===== config.mk =====
export PLATFORM = sky130hd
export DESIGN_NAME = ibs_core
export DESIGN_NICKNAME = d
export VERILOG_FILES = /design/src/core/ibs_pkg.sv /design/src/core/ibs_core.sv /design/src/core/ibs_line_mon.sv
export SDC_FILE = /design/constraint.sdc
export NUM_CORES = 1
export LEC_CHECK = 0
export ABC_AREA = 1
export BUFFER_PORTS_ARGS = -buffer_cell sky130_fd_sc_hd__buf_2
export CORE_MARGIN = 3
export CORE_UTILIZATION = 50
export DETAILED_ROUTE_END_ITERATION = 16
export HOLD_SLACK_MARGIN = 0.15
export PLACE_DENSITY = 0.7
export SYNTH_ARGS = -nofsm -noshare
export SYNTH_HDL_FRONTEND = slang
export SYNTH_SLANG_ARGS = --single-unit

===== constraint.sdc =====
create_clock -name ref_clk -period 4 [get_ports ref_clk]
set_clock_uncertainty 0.05 [all_clocks]
set_input_delay 0.4 -clock ref_clk [delete_from_list [all_inputs] [get_ports ref_clk]]
set_output_delay 0.4 -clock ref_clk [all_outputs]
set_load 0.02 [all_outputs]

===== src/core/ibs_pkg.sv =====
// Constants, types and register map for the two-wire irq-enable and bus-status block.
// Assumes a single 250 MHz clock and a plain single-cycle register port.

package ibs_pkg;

  // ****************************************
  // Register map
  // ****************************************
  localparam logic [7:0] OFS_CTRL    = 8'h00;
  localparam logic [7:0] OFS_IEN_SET = 8'h10;
  localparam logic [7:0] OFS_IEN_CLR = 8'h14;
  localparam logic [7:0] OFS_FLAGS   = 8'h18;
  localparam logic [7:0] OFS_STATUS  = 8'h1C;
  localparam logic [7:0] OFS_SYNCB   = 8'h20;
  localparam logic [7:0] OFS_MADDR   = 8'h24;

  localparam int IE_ERR    = 7;
  localparam int IE_DATA_READY   = 2;
  localparam int IE_AM     = 1;
  localparam int IE_STOP_RECEIVED   = 0;
  localparam int FL_MB     = 3;
  localparam int ST_BUS_ERROR = 0;
  localparam int ST_ARB    = 1;
  localparam int ST_NACK   = 2;
  localparam int ST_BS_LO  = 4;
  localparam int SB_SYSTEM_OP_SYNC  = 0;
  localparam int CT_ACK_ACTION = 0;

  localparam logic [7:0] IEN_MASK   = 8'h87;
  localparam logic [7:0] FLAG_MASK  = 8'h8F;
  localparam logic [7:0] RESET_BYTE = 8'h00;

  // ****************************************
  // Bus state
  // ****************************************
  typedef enum logic [1:0] {
    BS_UNKNOWN = 2'h0,
    BS_IDLE    = 2'h1,
    BS_OWNER   = 2'h2,
    BS_BUSY    = 2'h3
  } ibs_bs_e;

  // ****************************************
  // Timing
  // ****************************************
  localparam int CLK_NS      = 4;
  localparam int SYNC_NS     = 12;
  localparam int SYNC_CYC    = (SYNC_NS + CLK_NS - 1) / CLK_NS;
  localparam int TIMEOUT_US  = 1000;
  localparam int TIMEOUT_CYC = TIMEOUT_US * 1000 / CLK_NS;
  localparam int BITS_BYTE   = 9;

  // ****************************************
  // Carriers
  // ****************************************
  typedef struct packed {
    logic [7:0] addr;
    logic [7:0] wdata;
    logic       wr;
    logic       rd;
  } ibs_req_s;

  typedef struct packed {
    logic start;
    logic tx_high;
    logic ack_slot;
  } ibs_mst_s;

  typedef struct packed {
    logic data_done;
    logic addr_match;
  } ibs_slv_s;

  typedef struct packed {
    logic start;
    logic stop;
    logic err;
    logic scl_rise;
    logic scl_fall;
    logic sda_hi;
    logic in_frame;
  } ibs_line_s;

endpackage


===== src/core/ibs_core.sv =====
// Interrupt enables, slave, line and master flags and master bus status for the two-wire unit.
// Assumes synchronous line inputs and master/slave engine event pulses.
//
// Strobed register access was decided locally.
`timescale 1ns/1ns
`default_nettype none

module ibs_core #(
  parameter int TIMEOUT_CYC = ibs_pkg::TIMEOUT_CYC
) (
  input  wire logic          ref_clk,
  input  wire logic          srst,
  input  wire ibs_pkg::ibs_req_s req,
  output logic [7:0]         rd_data,
  input  wire logic          sda_in,
  input  wire logic          scl_in,
  output logic               sda_out,
  output logic               sda_oe,
  input  wire ibs_pkg::ibs_mst_s mst,
  input  wire ibs_pkg::ibs_slv_s slv,
  output logic               irq
);

  // ****************************************
  // Declarations
  // ****************************************
  localparam int TW = $clog2(TIMEOUT_CYC + 1);

  ibs_pkg::ibs_line_s lev;
  ibs_pkg::ibs_bs_e   bs_reg;
  ibs_pkg::ibs_bs_e   bs_next;
  logic [7:0]         ien_reg;
  logic [7:0]         flags_reg;
  logic               arb_reg;
  logic               berr_reg;
  logic               nack_reg;
  logic               ack_action_reg;
  logic [7:0]         maddr_reg;
  logic               sync_busy_reg;
  logic [3:0]         sync_cnt_reg;
  logic [TW-1:0]      to_cnt_reg;
  logic               ack_rise_reg;
  logic [7:0]         status_w;
  logic               maddr_wr;
  logic               sync_done;
  logic               to_ev;
  logic               berr_ev;
  logic               arb_ev;
  logic               idle_wr;
  logic               arb_clr_w;
  logic [7:0]         flag_set;

  function automatic logic hit(input ibs_pkg::ibs_req_s r, input logic [7:0] ofs);
    return r.wr && (r.addr == ofs);
  endfunction

  function automatic logic [7:0] wmask(input ibs_pkg::ibs_req_s r, input logic [7:0] ofs,
                                       input logic [7:0] m);
    return hit(r, ofs) ? (r.wdata & m) : 8'h00;
  endfunction

  ibs_line_mon u_mon (
    .ref_clk (ref_clk),
    .srst    (srst),
    .sda_in  (sda_in),
    .scl_in  (scl_in),
    .evt     (lev)
  );

  // ****************************************
  // Events
  // ****************************************
  assign maddr_wr  = hit(req, ibs_pkg::OFS_MADDR);
  assign idle_wr   = hit(req, ibs_pkg::OFS_STATUS) &&
                     (req.wdata[ibs_pkg::ST_BS_LO +: 2] == ibs_pkg::BS_IDLE);
  assign arb_clr_w = hit(req, ibs_pkg::OFS_STATUS) && req.wdata[ibs_pkg::ST_ARB];
  assign sync_done = sync_busy_reg && (sync_cnt_reg == 4'h1);
  assign to_ev     = lev.in_frame && (to_cnt_reg == TW'(TIMEOUT_CYC - 1));
  assign berr_ev   = lev.err | to_ev;
  assign arb_ev    = (bs_reg == ibs_pkg::BS_OWNER) &&
                     ((mst.tx_high && lev.scl_rise && !lev.sda_hi) || berr_ev);

  assign status_w = {2'b00, bs_reg, 1'b0, nack_reg, arb_reg, berr_reg};

  // ****************************************
  // Interrupt enables
  // ****************************************
  // One enable store serves both the set and clear views
  always_ff @(posedge ref_clk) begin
    if (srst)
      ien_reg <= ibs_pkg::RESET_BYTE;
    else
      ien_reg <= (ien_reg | wmask(req, ibs_pkg::OFS_IEN_SET, ibs_pkg::IEN_MASK))
                 & ~wmask(req, ibs_pkg::OFS_IEN_CLR, ibs_pkg::IEN_MASK);
  end

  // ****************************************
  // Interrupt flags
  // ****************************************
  always_comb begin
    flag_set                   = 8'h00;
    flag_set[ibs_pkg::IE_ERR]  = berr_ev;
    flag_set[ibs_pkg::IE_DATA_READY] = slv.data_done;
    flag_set[ibs_pkg::IE_AM]   = slv.addr_match;
    flag_set[ibs_pkg::IE_STOP_RECEIVED] = lev.stop;
    flag_set[ibs_pkg::FL_MB]   = arb_ev;
  end

  // A new event in the cycle of a clear survives it
  always_ff @(posedge ref_clk) begin
    if (srst)
      flags_reg <= ibs_pkg::RESET_BYTE;
    else
      flags_reg <= (flags_reg & ~wmask(req, ibs_pkg::OFS_FLAGS, ibs_pkg::FLAG_MASK))
                   | flag_set;
  end

  always_ff @(posedge ref_clk) begin
    if (srst)
      irq <= 1'b0;
    else
      irq <= |(flags_reg & ien_reg & ibs_pkg::IEN_MASK);
  end

  // ****************************************
  // Status bits
  // ****************************************
  // These act on the write cycle itself, no sync handshake
  always_ff @(posedge ref_clk) begin
    if (srst) begin
      arb_reg  <= 1'b0;
      berr_reg <= 1'b0;
    end else begin
      arb_reg  <= (arb_reg & ~(maddr_wr | arb_clr_w)) | arb_ev;
      berr_reg <= (berr_reg & ~maddr_wr) | berr_ev;
    end
  end

  // Software writes never reach this bit
  always_ff @(posedge ref_clk) begin
    if (srst)
      nack_reg <= 1'b0;
    else if (mst.ack_slot && lev.scl_rise)
      nack_reg <= lev.sda_hi;
  end

  always_ff @(posedge ref_clk) begin
    if (srst) begin
      maddr_reg  <= ibs_pkg::RESET_BYTE;
      ack_action_reg <= 1'b0;
    end else begin
      if (maddr_wr)
        maddr_reg <= req.wdata;
      if (hit(req, ibs_pkg::OFS_CTRL))
        ack_action_reg <= req.wdata[ibs_pkg::CT_ACK_ACTION];
    end
  end

  // ****************************************
  // Bus state synchronisation
  // ****************************************
  always_ff @(posedge ref_clk) begin
    if (srst) begin
      sync_busy_reg <= 1'b0;
      sync_cnt_reg  <= 4'h0;
    end else if (idle_wr) begin
      sync_busy_reg <= 1'b1;
      sync_cnt_reg  <= 4'(ibs_pkg::SYNC_CYC);
    end else if (sync_busy_reg) begin
      sync_cnt_reg <= sync_cnt_reg - 4'h1;
      if (sync_done)
        sync_busy_reg <= 1'b0;
    end
  end

  // ****************************************
  // Bus state machine
  // ****************************************
  // Codes are fixed by software view, so the path is not fully Gray
  always_comb begin
    bs_next = bs_reg;
    case (bs_reg)
      ibs_pkg::BS_UNKNOWN: begin
        if (lev.stop || sync_done)
          bs_next = ibs_pkg::BS_IDLE;
      end
      ibs_pkg::BS_IDLE: begin
        if (mst.start)
          bs_next = ibs_pkg::BS_OWNER;
        else if (lev.start)
          bs_next = ibs_pkg::BS_BUSY;
      end
      ibs_pkg::BS_OWNER: begin
        if (lev.stop || to_ev)
          bs_next = ibs_pkg::BS_IDLE;
        else if (arb_ev)
          bs_next = ibs_pkg::BS_BUSY;
      end
      ibs_pkg::BS_BUSY: begin
        if (lev.stop || to_ev)
          bs_next = ibs_pkg::BS_IDLE;
      end
      default: bs_next = ibs_pkg::BS_UNKNOWN;
    endcase
  end

  always_ff @(posedge ref_clk) begin
    if (srst)
      bs_reg <= ibs_pkg::BS_UNKNOWN;
    else
      bs_reg <= bs_next;
  end

  // ****************************************
  // Frame time-out
  // ****************************************
  // Any clock edge restarts the count; idle lines outside a frame never time out
  always_ff @(posedge ref_clk) begin
    if (srst)
      to_cnt_reg <= '0;
    else if (!lev.in_frame || lev.scl_rise || lev.scl_fall || to_ev)
      to_cnt_reg <= '0;
    else
      to_cnt_reg <= to_cnt_reg + TW'(1);
  end

  // ****************************************
  // Slave acknowledge drive
  // ****************************************
  // Held from the match through the ack clock, released on its falling edge
  always_ff @(posedge ref_clk) begin
    if (srst) begin
      sda_oe       <= 1'b0;
      sda_out      <= 1'b0;
      ack_rise_reg <= 1'b0;
    end else if (slv.addr_match) begin
      sda_oe       <= ~ack_action_reg;
      ack_rise_reg <= 1'b0;
    end else if (sda_oe) begin
      if (lev.scl_rise)
        ack_rise_reg <= 1'b1;
      if (lev.scl_fall && ack_rise_reg)
        sda_oe <= 1'b0;
    end
  end

  // ****************************************
  // Read port
  // ****************************************
  always_ff @(posedge ref_clk) begin
    if (srst) begin
      rd_data <= 8'h00;
    end else if (req.rd) begin
      case (req.addr)
        ibs_pkg::OFS_CTRL:    rd_data <= {7'h00, ack_action_reg};
        ibs_pkg::OFS_IEN_SET: rd_data <= ien_reg;
        ibs_pkg::OFS_IEN_CLR: rd_data <= ien_reg;
        ibs_pkg::OFS_FLAGS:   rd_data <= flags_reg;
        ibs_pkg::OFS_STATUS:  rd_data <= status_w;
        ibs_pkg::OFS_SYNCB:   rd_data <= {7'h00, sync_busy_reg};
        ibs_pkg::OFS_MADDR:   rd_data <= maddr_reg;
        default:              rd_data <= 8'h00;
      endcase
    end else begin
      rd_data <= 8'h00;
    end
  end
endmodule // ibs_core

`default_nettype wire


===== src/core/ibs_line_mon.sv =====
// Watches the two-wire lines and reports start, stop, edges and protocol faults.
// Assumes the line inputs are already synchronous to ref_clk.
`timescale 1ns/1ns
`default_nettype none

module ibs_line_mon (
  input  wire logic          ref_clk,
  input  wire logic          srst,
  input  wire logic          sda_in,
  input  wire logic          scl_in,
  output ibs_pkg::ibs_line_s evt
);

  logic       sda_q;
  logic       scl_q;
  logic [3:0] bit_cnt_reg;
  logic       frame_reg;
  logic       start_w;
  logic       stop_w;

  assign start_w = sda_q & ~sda_in & scl_q & scl_in;
  assign stop_w  = ~sda_q & sda_in & scl_q & scl_in;

  always_ff @(posedge ref_clk) begin
    if (srst) begin
      sda_q <= 1'b1;
      scl_q <= 1'b1;
    end else begin
      sda_q <= sda_in;
      scl_q <= scl_in;
    end
  end

  // A legal condition only sits right after the first rise of a byte
  always_ff @(posedge ref_clk) begin
    if (srst) begin
      bit_cnt_reg <= 4'h0;
      frame_reg   <= 1'b0;
    end else if (start_w) begin
      bit_cnt_reg <= 4'h0;
      frame_reg   <= 1'b1;
    end else if (stop_w) begin
      frame_reg <= 1'b0;
    end else if (frame_reg && scl_in && !scl_q) begin
      if (bit_cnt_reg == 4'(ibs_pkg::BITS_BYTE - 1))
        bit_cnt_reg <= 4'h0;
      else
        bit_cnt_reg <= bit_cnt_reg + 4'h1;
    end
  end

  always_ff @(posedge ref_clk) begin
    if (srst) begin
      evt <= '0;
    end else begin
      evt.start    <= start_w;
      evt.stop     <= stop_w;
      evt.err      <= (start_w | stop_w) & frame_reg & (bit_cnt_reg != 4'h1);
      evt.scl_rise <= scl_in & ~scl_q;
      evt.scl_fall <= ~scl_in & scl_q;
      evt.sda_hi   <= sda_in;
      evt.in_frame <= frame_reg;
    end
  end

endmodule // ibs_line_mon

`default_nettype wire


==> results.ini <==
[outcome]
status = finished clean

[power]
p_leak_nw = 1.58
p_per_area_nw_per_um2 = 382
vdd_ir_drop_max_mv = 0.302

[critical_path]
crit_fanout = 11
cp-start-kind = flip-flop
slowest_delay_ns = 0.36
worstPathRequired_ns = 4.16
end_kind = flip-flop
path_cells = ha_1 -> nand3_1 -> nor2_2 -> nand3_2 -> nand2_1 -> inv_1 -> o21ai_0 -> a21oi_1
cp_data_arrival_time_ns = 2.07
criticalPathCategory = reg -> reg
slowest_stage = dfxtp_1

[drt]
drt_iter0_drc = 128
vias = 2868
ant_nets = 0
routed_wl_um = 6620
remaining_drc_errors = 0
wl_per_cell_um = 11.8
drt-pass1-iter-count = 4
viasPerCell = 5.12

[logic_synthesis]
seq_area_frac_synth_pct = 43.1
syn_area_um2 = 3290
ys.warnings.count = 0
synth_edf_count = 0
synth_ff_type = dfxtp_1
postSynthAreaPerCell_um2 = 7.40
synthArstFlopShare_pct = 0
syn-instance-count = 445
synthDistinctLibCells = 39
ys_ff_latch = 71
syn_nets = 482

[placement]
hpwl_um = 5020
post-place-ws_ns = 1.94
place_congestion = 0.917
dpl.cell_count = 547
io_buffers = 36

[clock_tree]
insertion_delay_ns = 0.33
cts_resized = 0
post_cts_buffers = 0
clock-root-buffer = clkbuf_8
cts_tree = built
cts_max_level = 3
clockBufferDepth = 2
cts_inserted_buffers = 9
cts_sinks = 71
holdBufCountCts = 0
path_clk_slew_ns = 0.06

[run]
maxCapViolations = 0

[layout]
utilization_pct = 60.2
fillers = 564
largest_reg_flops = 18
multi_input_area_um2 = 1540
nets = 520
final_cells = 560
diodes = 0
area_delta_synth_final_pct = 12.0
drive_above_1_share_pct = 15.5
seqCellArea_um2 = 1420

[timing]
setup_ws_ns = 2.10
period_needed_ns = 1.90
fin_tns_setup_ns = 0
setup_viol = 0
hold_viol = 0
worst_pin_slew_ns = 0.593
hold_slack_ns = 0.243
slew_viol_final = 0
fmax_mhz = 526
rsz0062_at_grt = no
maxSlewHeadroom_pct = 60.5
finalCritPeriodShare_pct = 47.5

[die]
die_w_um = 87.2
start_util_pct = 53.7
boundaryPins = 38
row_count = 28
dieArea_um2 = 7600
die_y_um = 87.2
core_um2 = 6130

[global_route]
antenna_found_initial = 0
grt_max_degree = 34
track_usage_pct = 18.4
grt-ovfl-total = 0
grt_pass1_wl_um = 11100
grt_pass1_vias = 2514

[worst_hold_path]
min-delay-path-class = in -> reg

[area by class of cell]
class | instances | area share [%]
Multi-Input combinational cell | 289 | 41.8
Sequential cell | 71 | 38.5
Inverter | 76 | 7.73
Timing Repair Buffer | 36 | 4.88
Clock buffer | 11 | 3.56
Tap cell | 75 | 2.54
Clock inverter | 2 | 0.949
[cells by family after synthesis]
logic type | count (synthesis) | share of synthesized area [%]
compound gates | 75 | 12.2
xor+xnor | 9 | 2.39
fa+ha+maj | 10 | 3.80
buf+inv | 85 | 10.0
flops | 71 | 43.1
other cells | 1 | 0.114
simple gates | 194 | 28.3
[cell usage after synthesis, types with 2 or more instances]
| cell | number | area share, % |
|---|---|---|
| buf_2 | 3 | 0.46 |
| dfxtp_1 | 71 | 43 |
| xor2_1 | 5 | 1.3 |
| nor3b_1 | 2 | 0.46 |
| nand3_2 | 2 | 0.61 |
| nor2_2 | 5 | 0.95 |
| nor2_1 | 46 | 5.2 |
| ha_1 | 10 | 3.8 |
| a21oi_1 | 34 | 5.2 |
| inv_1 | 71 | 8.1 |
| nand2_2 | 6 | 1.1 |
| o21ai_1 | 3 | 0.46 |
| inv_2 | 4 | 0.46 |
| clkbuf_1 | 3 | 0.34 |
| o211ai_1 | 2 | 0.46 |
| nor3_1 | 11 | 1.7 |
| nand3_1 | 24 | 3.6 |
| nand3b_1 | 2 | 0.46 |
| nand2_1 | 76 | 8.7 |
| a22oi_1 | 2 | 0.46 |
| o22ai_1 | 3 | 0.57 |
| nor3_4 | 2 | 0.99 |
| nor3_2 | 2 | 0.61 |
| o21ai_0 | 24 | 3.6 |
| or2_2 | 2 | 0.38 |
| nor2_4 | 3 | 1.0 |
| buf_4 | 2 | 0.46 |
| nand4_1 | 7 | 1.3 |
| xnor2_1 | 4 | 1.1 |
| a31oi_1 | 5 | 0.95 |
[placed cells by master (no fill, tap or decap), types with 3 or more instances in the layout]
cell      count
nor2_2        5
a31oi_1       5
nand3_1      24
ha_1         10
nor2_1       46
a21oi_1      34
o21ai_1       3
buf_2        36
nand4_1       7
xor2_1        5
dfxtp_1      71
o22ai_1       3
nor3_1       11
o21ai_0      24
xnor2_1       4
nand2_2       6
nand2_1      76
nor2_4        3
inv_1        71
clkbuf_8      9
inv_2         4
[stage by stage]
step	total power, mW	area [um^2]
global placement	0.916	3520
global route	1.49	3690
floorplan	0.874	3290
CTS	1.43	3690
detailed placement	0.919	3520
finish	1.41	3690
[path summary, 6_finish.rpt]
| check | start | to | slack, ns | cells after the start |
|---|---|---|---|---|
| setup / recovery | to_cnt_reg[0] | to_cnt_reg[11] | 2.10 | 8 |
| hold / removal | slv[0] | sda_oe | 0.24 | 2 |
| setup reg to reg | to_cnt_reg[0] | to_cnt_reg[11] | 2.10 | 8 |
| hold reg to reg | to_cnt_reg[0] | to_cnt_reg[0] | 0.41 | 1 |
[power breakdown]
part | internal, mW | switching [mW]
sequential | 0.725 | 0.0179
combinational | 0.0608 | 0.101
clock | 0.277 | 0.229
[critical path: cells and delay by family, from the launching register on]
family,cells,cell delay [ns]
and+or+nand+nor,4,0.75
DFF,1,0.36
AOI/OAI and AO/OA,2,0.17
adders and majority gates,1,0.20
buffers and inverters,1,0.22
[routing by layer]
| layer | track usage (%) | wire length (um) |
|---|---|---|
| met2 | 28.4 | 3010 |
| met5 | 0 | 0 |
| met4 | 5.86 | 66 |
| met3 | 4.92 | 371 |
| met1 | 25.1 | 3170 |
No activity file was read; power rests on OpenSTA's default activity.
